<file path="src/inc/srm_regs.svh">
// constants for the system register move unit
// assumes the pipeline hands over one decoded 0F-prefixed instruction at a time
//
// Contract
// - 0F 22 writes a general register into a control register; 0F 20 reads one.
// - every control and debug move is a full 32-bit move.
// - reg field picks control/debug register, r/m picks general register, mod is 11.
// - writing page_table_base_holder flushes all non-global translation entries.
// - changing any paging flag flushes all translation entries, global ones too.
// - with paging on, setting wide_physical_address_on loads directory pointer entries.
// - with wide addressing and paging on, base writes reload directory pointer entries.
// - with wide addressing on, setting paging_on reloads directory pointer entries.
// - arithmetic status flags are undefined after these moves and not checked.
// - protected mode at privilege level not 0 raises protection_fault, code 0.
// - setting a reserved extension_control_word bit raises protection_fault.
// - reserved bits in loaded directory pointer entries raise protection_fault, code 0.
// - virtual 8086 mode refuses every control and debug move with protection_fault.
// - 0F 21 reads a debug register; 0F 23 writes one, slots zero to seven.
// - debug moves only at privilege level 0 or in real-address mode.
// - with debug extensions off, alias slots a and b map to status and control words.
// - with debug extensions on, alias slots raise invalid_opcode_fault, nothing updated.
// - debug register access while debug_access_trap_on is set raises debug_trap.
`ifndef SRM_REGS_SVH
`define SRM_REGS_SVH
`define SRM_OP_CR_RD    8'h20
`define SRM_OP_DR_RD    8'h21
`define SRM_OP_CR_WR    8'h22
`define SRM_OP_DR_WR    8'h23
`define SRM_MOD_REG     2'h3
`define SRM_SEL_CR0     3'h0
`define SRM_SEL_CR2     3'h2
`define SRM_SEL_CR3     3'h3
`define SRM_SEL_CR4     3'h4
`define SRM_SEL_ALIAS_A 3'h4
`define SRM_SEL_ALIAS_B 3'h5
`define SRM_SEL_DSTAT   3'h6
`define SRM_SEL_DCTRL   3'h7
`define SRM_BIT_PROT    0
`define SRM_BIT_PAGING  31
`define SRM_BIT_DBGEXT  3
`define SRM_BIT_LARGE   4
`define SRM_BIT_WIDE    5
`define SRM_BIT_GLOBAL  7
`define SRM_BIT_GDTRAP  13
`define SRM_CR0_PAGEMSK 32'h8000_0001
`define SRM_CR4_PAGEMSK 32'h0000_00b0
`define SRM_CR4_RSVD    32'hffff_fe00
`define SRM_PTR_RSVD    32'h0000_01e6
`define SRM_PTR_PRESENT 0
`define SRM_CR0_RESET   32'h6000_0010
`define SRM_DSTAT_RESET 32'hffff_0ff0
`define SRM_DCTRL_RESET 32'h0000_0400
`define SRM_ERR_ZERO    16'h0000
`define SRM_A_CTRL      12'h000
`define SRM_A_STATUS    12'h004
`define SRM_A_CR0       12'h008
`define SRM_A_CR3       12'h00c
`define SRM_A_CR4       12'h010
`define SRM_CTRL_HOLD   0
`endif

</file>
<file path="src/inc/srm_pkg.sv">
// types shared by the system register move unit
// assumes srm_regs.svh supplies the numeric constants
package srm_pkg;
    typedef enum logic [1:0] {
        MODE_REAL,
        MODE_PROT,
        MODE_V86
    } srm_mode_t;

    typedef enum logic [1:0] {
        FLT_NONE,
        FLT_PROT,
        FLT_INVOP,
        FLT_DBG
    } srm_fault_t;

    typedef struct packed {
        logic [7:0]  op2;
        logic [7:0]  form;
        logic [31:0] gpr;
        logic [1:0]  cpl;
        srm_mode_t   mode;
    } srm_ins_t;

    typedef struct packed {
        logic        wr;
        logic [2:0]  idx;
        logic [31:0] data;
    } srm_res_t;

    typedef struct packed {
        logic        valid;
        srm_fault_t  kind;
        logic [15:0] code;
    } srm_flt_t;
endpackage

</file>
<file path="src/rtl/srm_unit.sv">
// executes control and debug register moves, with their faults and side effects
// assumes the pipeline holds ins until ins_ready, and memory answers ptr_rd_req once
//
// Added by the designer: the APB interface to the registers and the register offsets.
`timescale 1ns/1ps
`include "srm_regs.svh"
module srm_unit #(
    parameter int PTR_N = 4
) (
    input  wire logic              pclk,
    input  wire logic              presetn,
    input  wire logic              ins_valid,
    output logic                   ins_ready,
    input  wire srm_pkg::srm_ins_t ins,
    output logic                   done,
    output srm_pkg::srm_res_t      res,
    output srm_pkg::srm_flt_t      flt,
    output logic                   flush_nonglobal,
    output logic                   flush_all,
    output logic                   ptr_rd_req,
    output logic [31:0]            ptr_rd_base,
    input  wire logic              ptr_rd_ack,
    input  wire logic [PTR_N*32-1:0] ptr_rd_data,
    input  wire logic              psel,
    input  wire logic              penable,
    input  wire logic              pwrite,
    input  wire logic [11:0]       paddr,
    input  wire logic [31:0]       pwdata,
    output logic [31:0]            prdata,
    output logic                   pready,
    output logic                   pslverr
);
    if (PTR_N < 1 || PTR_N > 8) begin : g_bad_ptr_n
        $error("srm_unit: PTR_N out of range");
    end

    typedef enum logic [1:0] { ST_IDLE, ST_LOAD, ST_DONE } srm_st_t;
    srm_st_t state;

    logic [31:0] cr0, cr2, cr3, cr4;
    logic [31:0] dbg [8];
    logic [31:0] ptr_reg [PTR_N];
    logic [31:0] pend_val;
    logic [2:0]  pend_sel;
    logic        pend_flush_ng, pend_flush_all;
    logic        hold;
    srm_pkg::srm_fault_t last_kind;

    function automatic logic cr_exists(input logic [2:0] s);
        return s == `SRM_SEL_CR0 || s == `SRM_SEL_CR2 || s == `SRM_SEL_CR3 || s == `SRM_SEL_CR4;
    endfunction

    function automatic logic is_alias(input logic [2:0] s);
        return s == `SRM_SEL_ALIAS_A || s == `SRM_SEL_ALIAS_B;
    endfunction

    // decode of the offered instruction
    logic [1:0]  modf;
    logic [2:0]  regf, rmf, dsel;
    logic        is_crr, is_crw, is_drr, is_drw, is_cr, is_dr;
    logic        fire, de, gd;
    logic        pg_old, pae_old, pg_new, pae_new;
    logic        next_flush_ng, next_flush_all, need_load;
    logic [31:0] rd_val;
    srm_pkg::srm_fault_t fk;

    assign ins_ready = state == ST_IDLE && !hold;
    assign fire      = ins_valid && ins_ready;
    assign modf      = ins.form[7:6];
    assign regf      = ins.form[5:3];
    assign rmf       = ins.form[2:0];
    assign is_crr    = ins.op2 == `SRM_OP_CR_RD;
    assign is_crw    = ins.op2 == `SRM_OP_CR_WR;
    assign is_drr    = ins.op2 == `SRM_OP_DR_RD;
    assign is_drw    = ins.op2 == `SRM_OP_DR_WR;
    assign is_cr     = is_crr || is_crw;
    assign is_dr     = is_drr || is_drw;
    assign de        = cr4[`SRM_BIT_DBGEXT];
    assign gd        = dbg[`SRM_SEL_DCTRL][`SRM_BIT_GDTRAP];
    // legacy aliasing of slots a and b
    assign dsel = (!de && regf == `SRM_SEL_ALIAS_A) ? `SRM_SEL_DSTAT :
                  (!de && regf == `SRM_SEL_ALIAS_B) ? `SRM_SEL_DCTRL : regf;
    assign pg_old  = cr0[`SRM_BIT_PAGING];
    assign pae_old = cr4[`SRM_BIT_WIDE];
    assign pg_new  = (regf == `SRM_SEL_CR0) ? ins.gpr[`SRM_BIT_PAGING] : pg_old;
    assign pae_new = (regf == `SRM_SEL_CR4) ? ins.gpr[`SRM_BIT_WIDE] : pae_old;

    always_comb begin
        fk = srm_pkg::FLT_NONE;
        if (ins.mode == srm_pkg::MODE_V86) begin
            fk = srm_pkg::FLT_PROT;
        end else if (!(is_cr || is_dr) || modf != `SRM_MOD_REG) begin
            fk = srm_pkg::FLT_INVOP;
        end else if (is_cr && !cr_exists(regf)) begin
            fk = srm_pkg::FLT_INVOP;
        end else if (is_dr && de && is_alias(regf)) begin
            fk = srm_pkg::FLT_INVOP;
        end else if (ins.mode == srm_pkg::MODE_PROT && ins.cpl != 2'h0) begin
            fk = srm_pkg::FLT_PROT;
        end else if (is_dr && gd) begin
            fk = srm_pkg::FLT_DBG;
        end else if (is_crw && regf == `SRM_SEL_CR4 && |(ins.gpr & `SRM_CR4_RSVD)) begin
            fk = srm_pkg::FLT_PROT;
        end
    end

    always_comb begin
        rd_val = dbg[dsel];
        if (is_cr) begin
            if (regf == `SRM_SEL_CR0) begin
                rd_val = cr0;
            end else if (regf == `SRM_SEL_CR2) begin
                rd_val = cr2;
            end else if (regf == `SRM_SEL_CR3) begin
                rd_val = cr3;
            end else begin
                rd_val = cr4;
            end
        end
    end

    always_comb begin
        next_flush_ng  = 1'b0;
        next_flush_all = 1'b0;
        need_load      = 1'b0;
        if (is_crw) begin
            if (regf == `SRM_SEL_CR3) begin
                next_flush_ng = 1'b1;
                need_load     = pae_old && pg_old;
            end
            if (regf == `SRM_SEL_CR0) begin
                next_flush_all = |((cr0 ^ ins.gpr) & `SRM_CR0_PAGEMSK);
                need_load      = pae_old && pg_new;
            end
            if (regf == `SRM_SEL_CR4) begin
                next_flush_all = |((cr4 ^ ins.gpr) & `SRM_CR4_PAGEMSK);
                need_load      = pg_old && pae_new;
            end
        end
    end

    // loaded entries are checked only where present
    logic ptr_bad;
    always_comb begin
        ptr_bad = 1'b0;
        for (int i = 0; i < PTR_N; i++) begin
            if (ptr_rd_data[i*32 + `SRM_PTR_PRESENT] && |(ptr_rd_data[i*32 +: 32] & `SRM_PTR_RSVD)) begin
                ptr_bad = 1'b1;
            end
        end
    end

    logic commit_now, commit_load;
    assign commit_now  = fire && fk == srm_pkg::FLT_NONE && is_crw && !need_load;
    assign commit_load = state == ST_LOAD && ptr_rd_ack && !ptr_bad;

    // sequencing
    always_ff @(posedge pclk or negedge presetn) begin
        if (!presetn) begin
            state          <= ST_IDLE;
            pend_val       <= 32'h0000_0000;
            pend_sel       <= 3'h0;
            pend_flush_ng  <= 1'b0;
            pend_flush_all <= 1'b0;
        end else begin
            case (state)
                ST_IDLE: begin
                    if (fire && fk == srm_pkg::FLT_NONE && is_crw && need_load) begin
                        state          <= ST_LOAD;
                        pend_val       <= ins.gpr;
                        pend_sel       <= regf;
                        pend_flush_ng  <= next_flush_ng;
                        pend_flush_all <= next_flush_all;
                    end
                end
                ST_LOAD: begin
                    if (ptr_rd_ack) begin
                        state <= ST_DONE;
                    end
                end
                default: begin
                    state <= ST_IDLE;
                end
            endcase
        end
    end

    // pointer fetch: base is the table address after the write
    always_ff @(posedge pclk or negedge presetn) begin
        if (!presetn) begin
            ptr_rd_req  <= 1'b0;
            ptr_rd_base <= 32'h0000_0000;
        end else if (fire && fk == srm_pkg::FLT_NONE && is_crw && need_load) begin
            ptr_rd_req  <= 1'b1;
            ptr_rd_base <= (regf == `SRM_SEL_CR3) ? ins.gpr : cr3;
        end else if (ptr_rd_ack) begin
            ptr_rd_req <= 1'b0;
        end
    end

    generate
        for (genvar g = 0; g < PTR_N; g++) begin : g_ptr
            always_ff @(posedge pclk or negedge presetn) begin
                if (!presetn) begin
                    ptr_reg[g] <= 32'h0000_0000;
                end else if (commit_load) begin
                    ptr_reg[g] <= ptr_rd_data[g*32 +: 32];
                end
            end
        end
    endgenerate

    // control registers: a faulting pointer load leaves them untouched
    logic [31:0] wval;
    logic [2:0]  wsel;
    assign wval = commit_load ? pend_val : ins.gpr;
    assign wsel = commit_load ? pend_sel : regf;
    always_ff @(posedge pclk or negedge presetn) begin
        if (!presetn) begin
            cr0 <= `SRM_CR0_RESET;
            cr2 <= 32'h0000_0000;
            cr3 <= 32'h0000_0000;
            cr4 <= 32'h0000_0000;
        end else if (commit_now || commit_load) begin
            if (wsel == `SRM_SEL_CR0) cr0 <= wval;
            if (wsel == `SRM_SEL_CR2) cr2 <= wval;
            if (wsel == `SRM_SEL_CR3) cr3 <= wval;
            if (wsel == `SRM_SEL_CR4) cr4 <= wval;
        end
    end

    always_ff @(posedge pclk or negedge presetn) begin
        if (!presetn) begin
            for (int i = 0; i < 8; i++) dbg[i] <= 32'h0000_0000;
            dbg[`SRM_SEL_DSTAT] <= `SRM_DSTAT_RESET;
            dbg[`SRM_SEL_DCTRL] <= `SRM_DCTRL_RESET;
        end else if (fire && fk == srm_pkg::FLT_NONE && is_drw) begin
            dbg[dsel] <= ins.gpr;
        end
    end

    // answers to the pipeline, all registered
    always_ff @(posedge pclk or negedge presetn) begin
        if (!presetn) begin
            done            <= 1'b0;
            res             <= '0;
            flt             <= '0;
            flush_nonglobal <= 1'b0;
            flush_all       <= 1'b0;
        end else begin
            done            <= (fire && !(fk == srm_pkg::FLT_NONE && is_crw && need_load)) ||
                               (state == ST_LOAD && ptr_rd_ack);
            res.wr          <= fire && fk == srm_pkg::FLT_NONE && (is_crr || is_drr);
            res.idx         <= rmf;
            res.data        <= rd_val;
            flt.valid       <= (fire && fk != srm_pkg::FLT_NONE) ||
                               (state == ST_LOAD && ptr_rd_ack && ptr_bad);
            flt.kind        <= (state == ST_LOAD) ? srm_pkg::FLT_PROT : fk;
            flt.code        <= `SRM_ERR_ZERO;
            flush_nonglobal <= commit_now ? next_flush_ng : (commit_load && pend_flush_ng);
            flush_all       <= commit_now ? next_flush_all : (commit_load && pend_flush_all);
        end
    end

    // apb: zero wait states, unmapped offsets answer with an error
    assign pready = 1'b1;
    always_ff @(posedge pclk or negedge presetn) begin
        if (!presetn) begin
            hold      <= 1'b0;
            last_kind <= srm_pkg::FLT_NONE;
        end else begin
            if (psel && penable && pwrite && paddr == `SRM_A_CTRL) hold <= pwdata[`SRM_CTRL_HOLD];
            if (fire && fk != srm_pkg::FLT_NONE) last_kind <= fk;
        end
    end

    always_comb begin
        prdata  = 32'h0000_0000;
        pslverr = 1'b0;
        if (paddr == `SRM_A_CTRL) begin
            prdata[`SRM_CTRL_HOLD] = hold;
        end else if (paddr == `SRM_A_STATUS) begin
            prdata[1:0] = last_kind;
            prdata[3:2] = state;
        end else if (paddr == `SRM_A_CR0) begin
            prdata = cr0;
        end else if (paddr == `SRM_A_CR3) begin
            prdata = cr3;
        end else if (paddr == `SRM_A_CR4) begin
            prdata = cr4;
        end else begin
            pslverr = psel && penable;
        end
    end

    // status flags are not produced by this unit at all

    property p_v86;
        @(posedge pclk) disable iff (!presetn)
        fire && ins.mode == srm_pkg::MODE_V86 |=> flt.valid && flt.kind == srm_pkg::FLT_PROT && !res.wr;
    endproperty
    a_v86: assert property (p_v86) else $error("v86 move not refused");

    property p_cpl;
        @(posedge pclk) disable iff (!presetn)
        fire && ins.mode == srm_pkg::MODE_PROT && ins.cpl != 2'h0 |=> flt.valid && flt.code == 16'h0000;
    endproperty
    a_cpl: assert property (p_cpl) else $error("privilege check missed");

    property p_alias;
        @(posedge pclk) disable iff (!presetn)
        fire && is_dr && de && is_alias(regf) && ins.mode != srm_pkg::MODE_V86
        |=> flt.kind == srm_pkg::FLT_INVOP && !res.wr;
    endproperty
    a_alias: assert property (p_alias) else $error("alias slot not refused");

    property p_rsvd;
        @(posedge pclk) disable iff (!presetn)
        commit_now |-> !(wsel == `SRM_SEL_CR4 && |(wval & `SRM_CR4_RSVD));
    endproperty
    a_rsvd: assert property (p_rsvd) else $error("reserved bit accepted");

    property p_base_flush;
        @(posedge pclk) disable iff (!presetn)
        commit_now && regf == `SRM_SEL_CR3 |=> flush_nonglobal && cr3 == $past(ins.gpr);
    endproperty
    a_base_flush: assert property (p_base_flush) else $error("base write did not flush");

    property p_req_hold;
        @(posedge pclk) disable iff (!presetn)
        ptr_rd_req && !ptr_rd_ack |=> ptr_rd_req && $stable(ptr_rd_base);
    endproperty
    a_req_hold: assert property (p_req_hold) else $error("pointer request dropped");

    property p_bad_ptr;
        @(posedge pclk) disable iff (!presetn)
        state == ST_LOAD && ptr_rd_ack && ptr_bad |=> flt.valid && $stable(cr0) && $stable(cr3) && $stable(cr4);
    endproperty
    a_bad_ptr: assert property (p_bad_ptr) else $error("bad pointer entry committed");

    property p_read;
        @(posedge pclk) disable iff (!presetn)
        fire && fk == srm_pkg::FLT_NONE && is_crr |=> res.wr && res.data == $past(rd_val) && done;
    endproperty
    a_read: assert property (p_read) else $error("read result wrong");

    property p_gd;
        @(posedge pclk) disable iff (!presetn)
        fire && is_dr && gd && ins.mode == srm_pkg::MODE_REAL && !(de && is_alias(regf)) && modf == `SRM_MOD_REG
        |=> flt.valid && flt.kind == srm_pkg::FLT_DBG && !res.wr && done;
    endproperty
    a_gd: assert property (p_gd) else $error("debug trap missed");
endmodule // srm_unit

</file>
<file path="config.mk">
export PLATFORM = sky130hd
export DESIGN_NAME = srm_unit
export DESIGN_NICKNAME = d
export VERILOG_FILES = /design/src/inc/srm_pkg.sv /design/src/rtl/srm_unit.sv
export VERILOG_INCLUDE_DIRS = /design/src /design/src/inc
export SDC_FILE = /design/constraint.sdc
export NUM_CORES = 1
export LEC_CHECK = 0
export BUFFER_PORTS_ARGS = -buffer_cell sky130_fd_sc_hd__clkbuf_2
export CORE_UTILIZATION = 46
export DETAILED_ROUTE_END_ITERATION = 6
export GPL_TIMING_DRIVEN = 0
export PLACE_DENSITY = 0.75
export SKIP_CTS_REPAIR_TIMING = 1
export SLEW_MARGIN = 25
export SYNTH_ARGS = -nofsm -noshare
export SYNTH_HDL_FRONTEND = slang
export SYNTH_SLANG_ARGS = --single-unit
</file>
<file path="constraint.sdc">
create_clock -name pclk -period 4.3 [get_ports pclk]
set_input_delay 0.43 -clock pclk [delete_from_list [all_inputs] [get_ports pclk]]
set_output_delay 0.43 -clock pclk [all_outputs]
set_load 0.02 [all_outputs]
</file>
==> results of run 1 <==
## cell type report
cell class                 instances  share of cell area [%]
timing repair buffer             191                    4.25
antenna                            1                 0.00949
multi-input combinational       1123                    33.4
tap                              656                    3.11
sequential                       501                    47.7
clock buffer                      80                    5.95
buffer                           244                    4.08
inverter                          65                   0.925
clock inverter                    18                   0.612
## cell families after synthesis
| kind of cell | share of synthesized area (%) |
|---|---|
| buffers and inverters | 5.81 |
| flip-flops | 55.6 |
| other | 0.0332 |
| multiplexers | 21.0 |
| AND/OR/NAND/NOR | 5.26 |
| XOR/XNOR | 0.194 |
| AO/OA/AOI/OAI | 12.1 |
## flip-flops by register name (all words and copies together) (netlist names), 2 cells and up
| name | count |
|---|---|
| cr0 | 32 |
| cr2 | 32 |
| cr3 | 32 |
| cr4 | 32 |
| dbg | 256 |
| flt | 3 |
| last_kind | 2 |
| pend_sel | 3 |
| pend_val | 32 |
| ptr_rd_base | 32 |
| res | 36 |
| state | 2 |
## metal layers
layer	routed length, µm	up-vias
li1	-	7332
met1	28000	8891
met2	32200	933
met3	6320	249
met4	3850	2
met5	8	-
## cell usage after synthesis (5+ instances only)
library cell / instances
dfrtp_1: 473
mux2_2: 207
a21oi_1: 202
clkbuf_1: 161
mux2i_1: 146
o21ai_0: 105
nand2_1: 97
inv_1: 64
nor2_1: 56
a221oi_1: 48
o211ai_1: 34
mux4_2: 32
nor3_1: 31
buf_1: 30
dfstp_2: 28
a222oi_1: 25
buf_2: 25
mux2_1: 22
buf_4: 20
o22ai_1: 16
and2_1: 7
nor4_1: 7
buf_6: 6
nand3_1: 6
o31ai_1: 6
or4_1: 5
xnor2_1: 5
## metrics by stage
step / worst slack [ns] / util, % / total power [µW] / instance area (µm²)
floorplan: 1.35 / - / 5100 / 22700
global placement: -8.23 / 50.7 / 5360 / 24400
detailed placement: -0.228 / 51.1 / 5390 / 24600
CTS: 0.388 / 54.7 / 9900 / 26300
global route: 0.142 / 54.8 / 10100 / 26400
finish: 0.210 / 54.8 / 9860 / 26400
## critical path: cells and delay by family (launching register included)
| family | cells | cell delay [ns] |
|---|---|---|
| AOI/OAI and AO/OA | 1 | 0.15 |
| buffers and inverters | 3 | 1.36 |
| DFF | 1 | 0.41 |
| and+or+nand+nor | 4 | 0.96 |
| muxes | 1 | 1.03 |
## placed cells by master, fill, tap and decap left out, drive strengths merged, types with 3 or more instances in the layout
cell         netlist  layout
dfrtp            473     473
clkbuf           163     423
mux2             229     229
a21oi            202     202
mux2i            146     146
o21ai            105     105
nand2             97      97
buf               81      88
inv               64      66
nor2              59      59
a221oi            48      48
o211ai            34      34
nor3              34      34
mux4              32      32
dfstp             28      28
a222oi            25      25
conb               2      17
o22ai             16      16
clkinv             1      11
nor4               9       9
and2               9       9
nand3              7       7
o31ai              7       7
or4                6       6
xnor2              5       5
clkinvlp           0       4
dlygate4sd3        0       4
nand2b             3       3
nand4              3       3
or2                3       3
a22oi              3       3
a21o               3       3
## how the worst max path moves through the flow
stage	start	endpoint	slack (ns)	depth (start not counted)
floorplan	ins[51]	dbg[171]	1.35	8
global placement	presetn	cr4[23]	-8.23	1
detailed placement	ptr_rd_data[66]	cr2[20]	-0.23	11
CTS	state[1]	cr2[18]	0.39	9
global route	ptr_rd_data[66]	cr2[17]	0.14	11
finish	state[1]	cr2[17]	0.21	9
## report_power, final
part	total (µW)	internal [µW]	switching [µW]
sequential	4750	4740	9.79
combinational	570	156	414
clock	4540	2630	1910
total	9860	7530	2330
==> impl_metrics.env, run 1 <==
export IMPL_ir_worst_vdd_v=0.000295
export IMPL_synthTopCellsByArea="dfrtp_1 52%, mux2_2 10%, mux2i_1 6.5%"
export IMPL_r2r_end="cr2[17]"
export IMPL_multi_input_area_um2=8810
export IMPL_hold_class="input port to flip-flop"
export IMPL_power_density_nw_per_um2=374
export IMPL_critical_path_max_fanout=10
export IMPL_route_detailed_drc=0
export IMPL_area_delta_synth_final_pct=16.6
export IMPL_first_iter_violations=1812
export IMPL_clk_insertion_delay_late_ns=0.61
export IMPL_synth_top_area_cell="dfrtp_1"
export IMPL_hold_path_startpoint="ptr_rd_ack"
export IMPL_die_w_um=224
export IMPL_port_buffers=180
export IMPL_outcome="completed"
export IMPL_hold_end="state[0]"
export IMPL_grt_pass1_vias=17874
export IMPL_die_area_um2=50100
export IMPL_clockBufferDepth=3
export IMPL_grtUsageTotal_pct=28.4
export IMPL_final_nets=2409
export IMPL_worst_pin_slew_ns=1.20
export IMPL_place_congestion=0.935
export IMPL_synthArstFlopShare_pct=100
export IMPL_cp_slowest_stage_delay_ns=1.03
export IMPL_rows=80
export IMPL_crit_chain="nand2b_1, or2_2, nor2_1, buf_2, mux2i_1, and2_1, clkbuf_1, clkbuf_1, a21oi_1"
export IMPL_hpwl_um=49200
export IMPL_antenna_found_initial=1
export IMPL_start_util_pct=47.0
export IMPL_slew_viol_final=0
export IMPL_yosysTopAreaCellShare_pct=52.3
export IMPL_fin_crit_ns=4.09
export IMPL_whs_path_depth=2
export IMPL_met2_usage_pct=44.1
export IMPL_cpMostUsedCell="clkbuf_1"
export IMPL_place_inst=2776
export IMPL_vias_per_cell=6.05
export IMPL_cts_clk_slew_worst_paths_ns=0.06
export IMPL_cts_num_sinks=501
export IMPL_netlist_area_um2=22600
export IMPL_clock_skew_ns=0.0258
export IMPL_ys_ff_latch=501
export IMPL_clock_fmax_mhz=244
export IMPL_power_leakage_uw=0.0127
export IMPL_setup_viol=0
export IMPL_crit_arrival_ns=4.53
export IMPL_rsz0062_at_grt="false"
export IMPL_fill_cells=4064
export IMPL_worst_r2r_startpoint="state[1]"
export IMPL_gr_total_overflow=0
export IMPL_fin_setup_tns_ns=0
export IMPL_die_y_um=224
export IMPL_seqCellArea_um2=12600
export IMPL_grt_first_pass_wirelength_um=108000
export IMPL_numCtsBuffers=52
export IMPL_crit_type="flip-flop to flip-flop"
export IMPL_cts_max_level=2
export IMPL_post_layout_nonfiller_instances=2879
export IMPL_syn_avg_cell_area_um2=11.8
export IMPL_pin_count=357
export IMPL_top_usage_layer="met2"
export IMPL_ys_types=61
export IMPL_start_kind="flip-flop"
export IMPL_wirelength_um=70300
export IMPL_synth_warning_count=0
export IMPL_crit_slowest_cell="mux2i_1"
export IMPL_grt_max_degree=83
export IMPL_num_vias=17407
export IMPL_required_ns=4.74
export IMPL_met3_usage_pct=6.53
export IMPL_hold_viol=0
export IMPL_tritoncts="done"
export IMPL_hold_ws_ns=0.0510
export IMPL_grt_util_met1_pct=37.1
export IMPL_period_share_pct=95.1
export IMPL_slew_headroom_pct=17.6
export IMPL_drv_cap=0
export IMPL_clockRootBuffer="clkbuf_16"
export IMPL_design_core_area_um2=48100
export IMPL_avgRoutedWirePerCell_um=24.4
export IMPL_drive_gt1_share_pct=27.6
export IMPL_reg2reg_slack_ns=0.21
export IMPL_setup_worst_path_end_class="flip-flop"
export IMPL_ff2ff_path_depth=9
export IMPL_synthCells=1918
export IMPL_synth_edff_count=0
export IMPL_synth_main_ff_cell="dfrtp_1"
export IMPL_synth_seq_area_share_pct=55.6
export IMPL_ant_nets=0
export IMPL_dr_pass1_iters=7
No activity file was read; power rests on OpenSTA's default activity.
==> run 2: changes to the inputs <==
--- a/config.mk
+++ b/config.mk
@@ -11,6 +11,7 @@
 export DETAILED_ROUTE_END_ITERATION = 6
 export GPL_TIMING_DRIVEN = 0
 export PLACE_DENSITY = 0.75
+export RECOVER_POWER = 50
 export SKIP_CTS_REPAIR_TIMING = 1
 export SLEW_MARGIN = 25
 export SYNTH_ARGS = -nofsm -noshare
==> run 2 against run 1 <==
The run now ends with DRC, capacitance limit, slew limit left. Fmax grew 0.43%. Core utilization is 0.33 points lower. Register-to-register slack better by 0.02 ns. Cell count unchanged. Flip-flop and latch count stayed put. Die area stayed put. Sequential share of layout area increased by 0.29 points. Critical path type unchanged.
==> impl_metrics.env, run 2 (same netlist as run 1, synthesis figures left out) <==
export IMPL_area_delta_synth_final_pct=15.9
export IMPL_grt_max_degree=83
export IMPL_grtUsageTotal_pct=28.4
export IMPL_top_layer="met5"
export IMPL_hold_class="input port to flip-flop"
export IMPL_regMostFlops="dbg"
export IMPL_wirelength_um=70300
export IMPL_critical_path_max_fanout=10
export IMPL_final_common_cell="dfrtp_1"
export IMPL_cts_num_sinks=501
export IMPL_period_share_pct=94.7
export IMPL_drv_cap=2
export IMPL_num_vias=17260
export IMPL_crit_type="flip-flop to flip-flop"
export IMPL_ff2ff_path_depth=9
export IMPL_required_ns=4.74
export IMPL_die_w_um=224
export IMPL_cts_clk_slew_worst_paths_ns=0.06
export IMPL_setup_viol=0
export IMPL_tritoncts="done"
export IMPL_grt_pass1_vias=17874
export IMPL_met1_length_um=27900
export IMPL_hold_viol=0
export IMPL_reg_top3="dbg: 256 flops, res: 36 flops"
export IMPL_rows=80
export IMPL_setup_worst_path_end_class="flip-flop"
export IMPL_clk_insertion_delay_late_ns=0.61
export IMPL_slew_viol_final=145
export IMPL_clockRootBuffer="clkbuf_16"
export IMPL_violations="DRC, capacitance limit, slew limit"
export IMPL_hpwl_um=49200
export IMPL_hold_ws_ns=0.0503
export IMPL_drive_gt1_share_pct=24.3
export IMPL_place_congestion=0.935
export IMPL_avgRoutedWirePerCell_um=24.4
export IMPL_final_core_util_pct=54.4
export IMPL_ant_nets=0
export IMPL_fin_setup_tns_ns=0
export IMPL_wl_met2_um=32300
export IMPL_slew_headroom_pct=-30.9
export IMPL_route_met3_wl_um=6230
export IMPL_die_area_um2=50100
export IMPL_vias_per_cell=6.00
export IMPL_route_detailed_drc=4
export IMPL_fill_cells=4101
export IMPL_first_iter_violations=2046
export IMPL_outcome="complete, but fails checks"
export IMPL_placed_area_um2=24600
export IMPL_die_y_um=224
export IMPL_final_nets=2409
export IMPL_setup_ws_ns=0.227
export IMPL_gr_total_overflow=0
export IMPL_start_kind="flip-flop"
export IMPL_power_density_nw_per_um2=376
export IMPL_clock_fmax_mhz=246
export IMPL_ir_worst_vdd_v=0.000294
export IMPL_dr_pass1_iters=7
export IMPL_critPathLaunch="state[1]"
export IMPL_largest_reg_flops=256
export IMPL_numCtsBuffers=52
export IMPL_most_common_layout_cells="473 x dfrtp_1, 248 x clkbuf_1, 207 x mux2_2, 202 x a21oi_1, 146 x mux2i_1"
export IMPL_antenna_found_initial=1
export IMPL_port_buffers=180
export IMPL_start_util_pct=47.0
export IMPL_clockBufferDepth=3
export IMPL_crit_arrival_ns=4.51
export IMPL_dp_slack_ns=-0.228
export IMPL_pin_count=357
export IMPL_final_area_um2=26200
export IMPL_whs_path_depth=2
export IMPL_worst_r2r_startpoint="state[1]"
export IMPL_design_core_area_um2=48100
export IMPL_clock_skew_ns=0.0264
export IMPL_cts_max_level=2
export IMPL_power_leakage_uw=0.0124
export IMPL_fin_crit_ns=4.07
export IMPL_rsz0062_at_grt="false"
export IMPL_grt_first_pass_wirelength_um=108000
export IMPL_worst_pin_slew_ns=1.96
export IMPL_hold_path_startpoint="ptr_rd_ack"
-- run 2: changes by cell type in the layout (fill, tap and decap cells not counted) --
| cell | before | now |
|---|---|---|
| clkbuf_1 | 173 | 248 |
| clkbuf_2 | 182 | 109 |
| buf_16 | 6 | 3 |
| clkbuf_4 | 0 | 1 |
-- run 2: critical path, stage by stage (launching register included) --
cell      delay, ns
dfrtp_1        0.41
nand2b_1       0.20
or2_2          0.34
nor2_1         0.18
buf_2          0.41
mux2i_1        1.01
and2_1         0.24
clkbuf_1       0.36
clkbuf_1       0.61
a21oi_1        0.16
-- run 2: metal layers --
layer / GRT usage, % / up-vias
met2: 44.1 / 947
met4: 15.4 / 2
met5: 0 / -
li1: - / 7339
met3: 6.53 / 237
met1: 37.1 / 8735
-- run 2: area by class of cell --
cell class,instances,area (µm²),share of cell area (%)
well taps,656,821,3.13
flip-flops and latches,501,12600,48.0
repair buffers,191,961,3.67
clock buffers,80,1570,5.98
plain buffers,244,1070,4.10
clock inverters,18,161,0.616
diodes,1,2.50,0.00955
multi-input cells,1123,8810,33.6
inverters,65,244,0.931
-- run 2: path summary, 6_finish.rpt --
path	to	slack, ns
max	cr2[17]	0.23
max in group asynchronous	res[21]	0.77
min reg2reg	dbg[125]	0.46
min in group asynchronous	dbg[234]	0.35
min	state[0]	0.05
max reg2reg	cr2[17]	0.23
-- run 2: through the flow --
stage | instances | power, µW
2_1_floorplan | 1933 | 5100
4_1_cts | 2874 | 9900
3_5_place_dp | 2776 | 5390
5_1_grt | 2878 | 10100
6_report | 2879 | 9850
3_3_place_gp | 2769 | 5360
-- run 2: power breakdown --
group / total [µW] / internal (µW) / switching (µW)
logic: 558 / 145 / 413
registers: 4750 / 4740 / 9.58
clock network: 4540 / 2630 / 1910
total: 9850 / 7520 / 2330
